`config.mk`:
```
export PLATFORM = sky130hd
export DESIGN_NAME = mem_to_stream_channel_descriptor_status_writeback
export DESIGN_NICKNAME = d
export VERILOG_FILES = /design/src/wb_pkg.sv /design/src/mem_to_stream_channel_descriptor_status_writeback.sv /design/src/wb_status_reg.sv
export SDC_FILE = /design/constraint.sdc
export NUM_CORES = 1
export LEC_CHECK = 0
export ABC_AREA = 0
export BUFFER_PORTS_ARGS = -buffer_cell sky130_fd_sc_hd__buf_2
export CORE_AREA = 3 3 135 137
export CTS_CLUSTER_DIAMETER = 50
export DETAILED_ROUTE_END_ITERATION = 12
export DIE_AREA = 0 0 138 140
export PLACE_DENSITY_LB_ADDON = 0.12
export SYNTH_ARGS = -nofsm -noshare
export SYNTH_HDL_FRONTEND = slang
export SYNTH_SLANG_ARGS = --single-unit
export TNS_END_PERCENT = 5
```
`constraint.sdc`:
```
create_clock -name i_clk -period 2.1 [get_ports i_clk]
set_input_delay 0.315 -clock i_clk [delete_from_list [all_inputs] [get_ports i_clk]]
set_output_delay 0.315 -clock i_clk [all_outputs]
set_load 0.005 [all_outputs]
```
`src/wb_pkg.sv`:
```
// Purpose: constants for the descriptor status write-back block
// Assumes: one clock, active-low asynchronous reset, APB register access
// Notes: offsets of the APB registers are local choices
//
// Notes on behaviour
// - After a descriptor, write the bytes actually moved into status bits 25..0.
// - Byte count width follows a buffer-length-width parameter, up to 26 bits.
// - Lightweight build leaves the byte count field of the status word untouched.
// - A normally completed descriptor reports exactly its requested buffer length.
// - Status bits 27 and 26 are reserved; software zeroes them, device writes zero.
// - Zero buffer length in a fetched descriptor sets the internal error bit 28.
// - Any data error clears run/stop, then sets halted once the engine is idle.
// - Target error response on a mover read sets bit 29.
// - Decode error on the buffer address sets bit 30.
// - Completed bit 31 is set once the descriptor's transfer has finished.
// - A descriptor fetched already completed is stale: flag internal error, halt.
package wb_pkg;
  // ----------------------------------------
  // Status word layout
  // ----------------------------------------
  localparam int FIELD_WIDTH = 26;
  localparam int BIT_RSVD_LO = 26;
  localparam int BIT_INT_ERR = 28;
  localparam int BIT_TGT_ERR = 29;
  localparam int BIT_DEC_ERR = 30;
  localparam int BIT_CMPLT = 31;
  localparam int BUF_LEN_WIDTH_DEF = 26;
  // ----------------------------------------
  // APB register offsets (byte addresses)
  // ----------------------------------------
  localparam logic [7:0] OFS_CONTROL = 8'h00;
  localparam logic [7:0] OFS_STATE = 8'h04;
  localparam logic [7:0] OFS_IRQ_STATUS = 8'h08;
  localparam logic [7:0] OFS_IRQ_ENABLE = 8'h0c;
  localparam logic [7:0] OFS_IRQ_CLEAR = 8'h10;
  localparam logic [7:0] OFS_LAST_STATUS = 8'h14;
  // ----------------------------------------
  // Interrupt event bits
  // ----------------------------------------
  localparam int EV_DONE = 0;
  localparam int EV_ERROR = 1;
  localparam int EV_STALE = 2;
  localparam int EV_HALTED = 3;
  localparam int EV_COUNT = 4;
  // ----------------------------------------
  // Reset values
  // ----------------------------------------
  localparam logic RUN_STOP_RESET = 1'b0;
  localparam logic [3:0] IRQ_ENABLE_RESET = 4'h0;
endpackage

```
`src/mem_to_stream_channel_descriptor_status_writeback.sv`:
```
// Purpose: builds and writes back the memory-to-stream descriptor status word
// Assumes: mover and descriptor memory run on i_clk; APB master on i_clk
// Notes: one descriptor in flight; halts on any error until run/stop is set again
//
// Added by the designer: the placing of the registers and the APB slave port.
`timescale 1ns/1ps
module mem_to_stream_channel_descriptor_status_writeback
  import wb_pkg::*;
#(
  parameter int BUF_LEN_WIDTH = BUF_LEN_WIDTH_DEF,
  parameter bit LIGHTWEIGHT = 1'b0
)
(
  input wire logic i_clk,
  input wire logic i_rst_b,
  // APB slave
  input wire logic i_psel,
  input wire logic i_penable,
  input wire logic i_pwrite,
  input wire logic [7:0] i_paddr,
  input wire logic [31:0] i_pwdata,
  output logic [31:0] o_prdata,
  output logic o_pready,
  output logic o_pslverr,
  // Descriptor fetch result
  input wire logic i_desc_valid,
  input wire logic [31:0] i_desc_control,
  input wire logic [31:0] i_desc_status,
  // Data mover command and result
  output logic o_mover_start,
  output logic [FIELD_WIDTH-1:0] o_mover_len,
  input wire logic i_mover_done,
  input wire logic [FIELD_WIDTH-1:0] i_mover_bytes,
  input wire logic i_mover_tgt_err,
  input wire logic i_mover_dec_err,
  input wire logic i_mover_idle,
  // Status write-back to descriptor memory
  output logic o_wb_valid,
  output logic [31:0] o_wb_data,
  output logic o_wb_keep_count,
  input wire logic i_wb_ready,
  // Engine state
  output logic o_run_stop,
  output logic o_halted,
  output logic o_sg_internal_error,
  output logic o_irq
);
  // ----------------------------------------
  // Elaboration checks
  // ----------------------------------------
  // Refuse widths the status field cannot carry, before any logic is built
  if (BUF_LEN_WIDTH < 8 || BUF_LEN_WIDTH > FIELD_WIDTH)
  begin : g_bad_width
    $error("BUF_LEN_WIDTH out of range");
  end

  typedef enum logic [2:0] {ST_IDLE, ST_MOVE, ST_WRITE, ST_DRAIN, ST_HALT} state_type;

  // ----------------------------------------
  // Helpers
  // ----------------------------------------
  // Clip a byte count to the configured usable width
  function automatic logic [FIELD_WIDTH-1:0] clip_len(input logic [FIELD_WIDTH-1:0] len);
    logic [FIELD_WIDTH-1:0] mask;
    mask = '0;
    for (int k = 0; k < BUF_LEN_WIDTH; k++)
    begin
      mask[k] = 1'b1;
    end
    return len & mask;
  endfunction

  state_type state;
  logic [FIELD_WIDTH-1:0] req_len;
  logic [FIELD_WIDTH-1:0] done_bytes;
  logic int_err;
  logic tgt_err;
  logic dec_err;
  logic run_stop;
  logic [EV_COUNT-1:0] irq_status;
  logic [EV_COUNT-1:0] irq_enable;
  logic [EV_COUNT-1:0] next_irq_status;
  logic [EV_COUNT-1:0] events;
  logic [EV_COUNT-1:0] clear_bits;
  logic [31:0] status_word;
  logic [31:0] last_status;
  logic wb_fire;
  logic halt_done;
  logic stale;
  logic zero_len;
  logic apb_access;
  logic apb_wr;
  logic run_set;

  assign apb_access = i_psel && i_penable && o_pready;
  assign apb_wr = apb_access && i_pwrite;
  assign run_set = apb_wr && i_paddr == OFS_CONTROL && i_pwdata[0];
  assign stale = i_desc_valid && state == ST_IDLE && run_stop && i_desc_status[BIT_CMPLT];
  assign zero_len = clip_len(i_desc_control[FIELD_WIDTH-1:0]) == '0;
  assign wb_fire = o_wb_valid && i_wb_ready;
  assign halt_done = state == ST_DRAIN && i_mover_idle;

  // ----------------------------------------
  // Status word assembly
  // ----------------------------------------
  // All fields leave in one word; reserved bits are forced to zero
  always_comb
  begin
    status_word = '0;
    status_word[FIELD_WIDTH-1:0] = clip_len(done_bytes);
    status_word[BIT_RSVD_LO+1:BIT_RSVD_LO] = 2'b00;
    status_word[BIT_INT_ERR] = int_err;
    status_word[BIT_TGT_ERR] = tgt_err;
    status_word[BIT_DEC_ERR] = dec_err;
    status_word[BIT_CMPLT] = 1'b1;
  end

  // ----------------------------------------
  // Descriptor sequencer
  // ----------------------------------------
  // Fetch, move, write back; errors divert to drain then halt
  always_ff @(posedge i_clk or negedge i_rst_b)
  begin
    if (!i_rst_b)
    begin
      state <= ST_IDLE;
      req_len <= '0;
      done_bytes <= '0;
      int_err <= 1'b0;
      tgt_err <= 1'b0;
      dec_err <= 1'b0;
      o_mover_start <= 1'b0;
      o_mover_len <= '0;
      o_wb_valid <= 1'b0;
      o_wb_data <= '0;
      o_wb_keep_count <= 1'b0;
      o_sg_internal_error <= 1'b0;
      o_halted <= 1'b0;
    end
    else
    begin
      o_mover_start <= 1'b0;
      if (run_set)
      begin
        o_halted <= 1'b0;
        o_sg_internal_error <= 1'b0;
      end
      case (state)
        ST_IDLE:
        begin
          if (i_desc_valid && run_stop)
          begin
            if (stale)
            begin
              o_sg_internal_error <= 1'b1;
              state <= ST_DRAIN;
            end
            else
            begin
              req_len <= clip_len(i_desc_control[FIELD_WIDTH-1:0]);
              o_mover_len <= clip_len(i_desc_control[FIELD_WIDTH-1:0]);
              o_mover_start <= 1'b1;
              int_err <= zero_len;
              tgt_err <= 1'b0;
              dec_err <= 1'b0;
              done_bytes <= '0;
              state <= ST_MOVE;
            end
          end
        end
        ST_MOVE:
        begin
          if (i_mover_done)
          begin
            tgt_err <= i_mover_tgt_err;
            dec_err <= i_mover_dec_err;
            // Normal completion reports the requested length
            if (!int_err && !i_mover_tgt_err && !i_mover_dec_err)
            begin
              done_bytes <= req_len;
            end
            else
            begin
              done_bytes <= i_mover_bytes;
            end
            state <= ST_WRITE;
          end
        end
        ST_WRITE:
        begin
          if (!o_wb_valid)
          begin
            o_wb_valid <= 1'b1;
            o_wb_data <= status_word;
            o_wb_keep_count <= LIGHTWEIGHT;
          end
          else if (i_wb_ready)
          begin
            o_wb_valid <= 1'b0;
            state <= (int_err || tgt_err || dec_err) ? ST_DRAIN : ST_IDLE;
          end
        end
        ST_DRAIN:
        begin
          // Halted only once the mover has fully stopped
          if (i_mover_idle)
          begin
            o_halted <= 1'b1;
            state <= ST_HALT;
          end
        end
        ST_HALT:
        begin
          if (run_set)
          begin
            state <= ST_IDLE;
          end
        end
        default:
        begin
          state <= ST_IDLE;
        end
      endcase
    end
  end

  // ----------------------------------------
  // Run/stop control bit
  // ----------------------------------------
  // Hardware clear on error wins over a software write in the same cycle
  always_ff @(posedge i_clk or negedge i_rst_b)
  begin
    if (!i_rst_b)
    begin
      run_stop <= RUN_STOP_RESET;
    end
    else if (stale || (state == ST_MOVE && i_mover_done && (int_err || i_mover_tgt_err || i_mover_dec_err)))
    begin
      run_stop <= 1'b0;
    end
    else if (apb_wr && i_paddr == OFS_CONTROL)
    begin
      run_stop <= i_pwdata[0];
    end
  end

  // ----------------------------------------
  // Interrupt status, enable and clear
  // ----------------------------------------
  always_comb
  begin
    events = '0;
    events[EV_DONE] = wb_fire;
    events[EV_ERROR] = wb_fire && (int_err || tgt_err || dec_err);
    events[EV_STALE] = stale;
    events[EV_HALTED] = halt_done;
    clear_bits = (apb_wr && i_paddr == OFS_IRQ_CLEAR) ? i_pwdata[EV_COUNT-1:0] : '0;
    // Set beats clear so no event is lost
    next_irq_status = (irq_status & ~clear_bits) | events;
  end

  always_ff @(posedge i_clk or negedge i_rst_b)
  begin
    if (!i_rst_b)
    begin
      irq_status <= '0;
      irq_enable <= IRQ_ENABLE_RESET;
      o_irq <= 1'b0;
    end
    else
    begin
      irq_status <= next_irq_status;
      if (apb_wr && i_paddr == OFS_IRQ_ENABLE)
      begin
        irq_enable <= i_pwdata[EV_COUNT-1:0];
      end
      o_irq <= |(next_irq_status & irq_enable);
    end
  end

  // Keep a copy of the last word written back for software
  wb_status_reg #(
    .WIDTH(32)
  ) u_last (
    .i_clk(i_clk),
    .i_rst_b(i_rst_b),
    .i_we(wb_fire),
    .i_wdata(o_wb_data),
    .o_rdata(last_status)
  );

  // ----------------------------------------
  // APB slave
  // ----------------------------------------
  // One wait state: pready rises in the second access cycle, read data registered
  always_ff @(posedge i_clk or negedge i_rst_b)
  begin
    if (!i_rst_b)
    begin
      o_pready <= 1'b0;
      o_prdata <= '0;
      o_pslverr <= 1'b0;
    end
    else
    begin
      o_pready <= i_psel && i_penable && !o_pready;
      o_pslverr <= 1'b0;
      o_prdata <= '0;
      if (i_psel && i_penable && !o_pready)
      begin
        case (i_paddr)
          OFS_CONTROL: o_prdata <= {31'h0, run_stop};
          OFS_STATE: o_prdata <= {29'h0, o_sg_internal_error, o_halted, run_stop};
          OFS_IRQ_STATUS: o_prdata <= {28'h0, irq_status};
          OFS_IRQ_ENABLE: o_prdata <= {28'h0, irq_enable};
          OFS_IRQ_CLEAR: o_prdata <= '0;
          OFS_LAST_STATUS: o_prdata <= last_status;
          default: o_pslverr <= 1'b1;
        endcase
      end
    end
  end

  assign o_run_stop = run_stop;
endmodule

```
`src/wb_status_reg.sv`:
```
// Purpose: holds the last written-back status word, read data out of a register
// Assumes: same clock and reset as the main block
// Notes: one word, written on each write-back
`timescale 1ns/1ps
module wb_status_reg
  import wb_pkg::*;
#(
  parameter int WIDTH = 32
)
(
  input wire logic i_clk,
  input wire logic i_rst_b,
  input wire logic i_we,
  input wire logic [WIDTH-1:0] i_wdata,
  output logic [WIDTH-1:0] o_rdata
);
  // Capture the word on each write strobe
  always_ff @(posedge i_clk or negedge i_rst_b)
  begin
    if (!i_rst_b)
    begin
      o_rdata <= '0;
    end
    else if (i_we)
    begin
      o_rdata <= i_wdata;
    end
  end
endmodule
```
==> impl_metrics.py <==
metrics = {
    "run_status": {
        "status": "finished, final reports clean",
    },
    "worst_setup_path": {
        "crit_arrival_ns": 1.99,
        "worst-path-max-fanout": 26,
        "required_ns": 2.40,
        "cp_top_family": "flip-flops",
        "path_class": "flip-flop to flip-flop",
        "path_buf_inv": 1,
        "startpoint_type": "flip-flop",
        "path_cells": "nor4_2 > buf_4 > mux2_2",
        "cpPeakStageDelay_ns": 0.48,
        "end_kind": "flip-flop",
        "slowest_stage": "dfrtp_1",
    },
    "global_routing": {
        "antenna_found_initial": 0,
        "grtUsageTotal_pct": 17.14,
        "grt_pass1_vias": 4912,
        "grt_pass1_wl_mm": 26.36,
        "grt_overflow": 0,
        "grt_max_degree": 58,
    },
    "clocking": {
        "clk_pin_slew_worst_paths_ns": 0.07,
        "cts_tree": "built",
        "cts_sinks": 164,
        "h-tree-depth": 4,
        "cts_setup_buffers": 0,
        "cts_made_buffers": 17,
        "clockRootBuffer": "clkbuf_16",
        "cts_buffer_depth": 2,
        "clk_latency_ns": 0.42,
    },
    "detailed_routing": {
        "vias_per_cell": 4.979,
        "routed_wl_mm": 16.02,
        "wl_per_cell_um": 17.35,
        "antenna_left": 0,
        "vias": 4596,
        "drt_iter0_drc": 183,
        "drt_first_pass_iters": 4,
        "drc_errors": 0,
    },
    "power_and_ir_drop": {
        "swShare_pct": 29.64,
        "switching_power_mw": 3.121,
        "power_frac_clock_pct": 28.6,
        "power_mw": 10.53,
        "pwr-share-seq_pct": 46.2,
        "p_leak_nw": 4.194,
        "power_density_mw_per_mm2": 1234,
        "ir_drop_mv": 0.6309,
        "intPower_mw": 7.411,
        "comb_power_share_pct": 25.2,
    },
    "layout": {
        "seq_area_mm2": 0.004104,
        "fin_nets": 826,
        "drive_gt1_share_pct": 46.28,
        "layout_commonest_cell": "buf_2",
        "final_cell_mix": "buf_2, dfrtp_1, mux2_2, nand2_1, o22ai_1",
        "diodes": 0,
        "area_growth_pct": 26.23,
        "fillers": 1583,
        "multi_input_area_mm2": 0.002474,
        "instances_no_fill": 923,
    },
    "timing": {
        "min_period_ns": 1.683,
        "setup_viol": 0,
        "fmax_mhz": 594.2,
        "post-route-period-util_pct": 80.14,
        "rsz0062_at_grt": "false",
        "max-slew-margin-rel_pct": 65.81,
        "worst_pin_slew_ns": 0.5082,
        "tns_ns": 0,
        "hold_violations": 0,
        "fin_skew_ns": 0.009025,
        "fin_hold_ws_ns": 0.1330,
        "slew_viol_final": 0,
    },
    "synth": {
        "yosysTopAreaCell": "dfrtp_1",
        "synth-seq-cells": 164,
        "netlist_instances": 511,
        "ys_warn_count": 0,
        "ys_async_sr_fraction_pct": 100.0,
        "ys_types": 44,
        "synth_area_mm2": 0.006760,
        "synth_edf_count": 0,
        "yosysTopAreaCellShare_pct": 60.71,
        "synthTopCellsByArea": "dfrtp_1, mux2_2, mux2i_1",
        "syn_area_per_cell_um2": 13.23,
        "synthFlopType": "dfrtp_1",
        "yosysSeqAreaShare_pct": 60.71,
    },
    "floorplan": {
        "die_h_um": 140,
        "dieArea_mm2": 0.01932,
        "ios": 240,
        "start_util_pct": 39.36,
        "rows": 48,
        "die_width_um": 138,
        "core-area_mm2": 0.01718,
    },
    "worst_hold_path": {
        "hp-class": "input port to flip-flop",
    },
    "place": {
        "gp_congestion": 0.7803,
        "port_buffers": 169,
        "dp.cells": 890,
        "dpl.hpwl_mm": 11.12,
    },
    "run": {
        "drv_cap": 0,
    },
}
==> cell usage after synthesis, types with 4 or more instances <==
| library cell | count |
|---|---|
| a21o_1 | 6 |
| and2_1 | 27 |
| buf_2 | 13 |
| buf_4 | 8 |
| clkbuf_1 | 12 |
| dfrtp_1 | 164 |
| inv_1 | 5 |
| mux2_2 | 90 |
| mux2_4 | 4 |
| mux2i_1 | 27 |
| nand2_1 | 40 |
| nand3_1 | 4 |
| nand3b_1 | 4 |
| nor2_1 | 14 |
| nor4_1 | 7 |
| o21ai_0 | 9 |
| o22ai_1 | 30 |
==> power groups by stage <==
stage	Sequential (mW)	Combinational [mW]	Clock (mW)
detailed placement	4.93	2.69	0
floorplan	4.77	1.63	0
CTS	4.88	2.71	3.09
finish	4.87	2.66	3.01
global route	5.03	2.95	3.24
global placement	4.87	2.64	0
==> cell families after synthesis <==
family / share of synthesized area (%)
flops: 60.71
compound gates: 5.775
buf+inv: 3.294
mux: 20.04
other cells: 0.05547
simple gates: 10.12
==> sequential cells by signal (all words and copies together), names as in the netlist, 3 cells and up <==
signal	cells
o_prdata	30
o_wb_data	30
u_last.o_rdata	30
done_bytes	26
req_len	26
irq_enable	4
irq_status	4
state	3
==> path summary, 6_finish.rpt <==
check / depth (start not counted) / endpoint / slack (ns) / start
max in group asynchronous: 3 / dec_err / 1.04 / i_rst_b
hold reg to reg: 1 / o_prdata[30] / 0.47 / u_last.o_rdata[30]
min in group asynchronous: 2 / o_pslverr / 0.38 / i_rst_b
setup reg to reg: 3 / req_len[1] / 0.42 / state[0]
setup / recovery: 3 / req_len[1] / 0.42 / state[0]
hold / removal: 2 / req_len[10] / 0.13 / i_desc_control[10]
==> worst reg2reg max path, cell delays in order, from the launching register on <==
cell     delay [ns]
dfrtp_1        0.48
nor4_2         0.33
buf_4          0.37
mux2_2         0.39
==> routing by layer <==
| metal | vias up | GRT usage, % | part of all wire, % |
|---|---|---|---|
| met4 | 0 | 4.784 | 1.0 |
| met2 | 123 | 27.70 | 48 |
| met3 | 13 | 4.746 | 5.0 |
| met5 | - | 0 | 0 |
| li1 | 2176 | - | - |
| met1 | 2284 | 22.90 | 46 |
==> layout make-up <==
class / count / share of cell area (%)
Sequential cell: 164 / 48.09
Multi-Input combinational cell: 310 / 28.99
Timing Repair Buffer: 187 / 12.62
Clock buffer: 19 / 5.308
Tap cell: 225 / 3.299
Clock inverter: 13 / 1.466
Inverter: 5 / 0.2199
==> through the flow <==
| step | utilization (%) | worst slack [ns] | instance area (um^2) |
|---|---|---|---|
| floorplan | - | 0.2350 | 6775 |
| global placement | 46.26 | 0.09293 | 7945 |
| detailed placement | 46.26 | 0.05894 | 7945 |
| CTS | 49.68 | 0.4110 | 8533 |
| global route | 49.68 | 0.3171 | 8533 |
| finish | 49.68 | 0.4171 | 8533 |
==> timing repair <==
action,4_1_cts,5_1_grt
hold endpoints to repair,38,0
hold buffers,1,0
resized for setup,0,0
(Power assumes the default switching activity.)
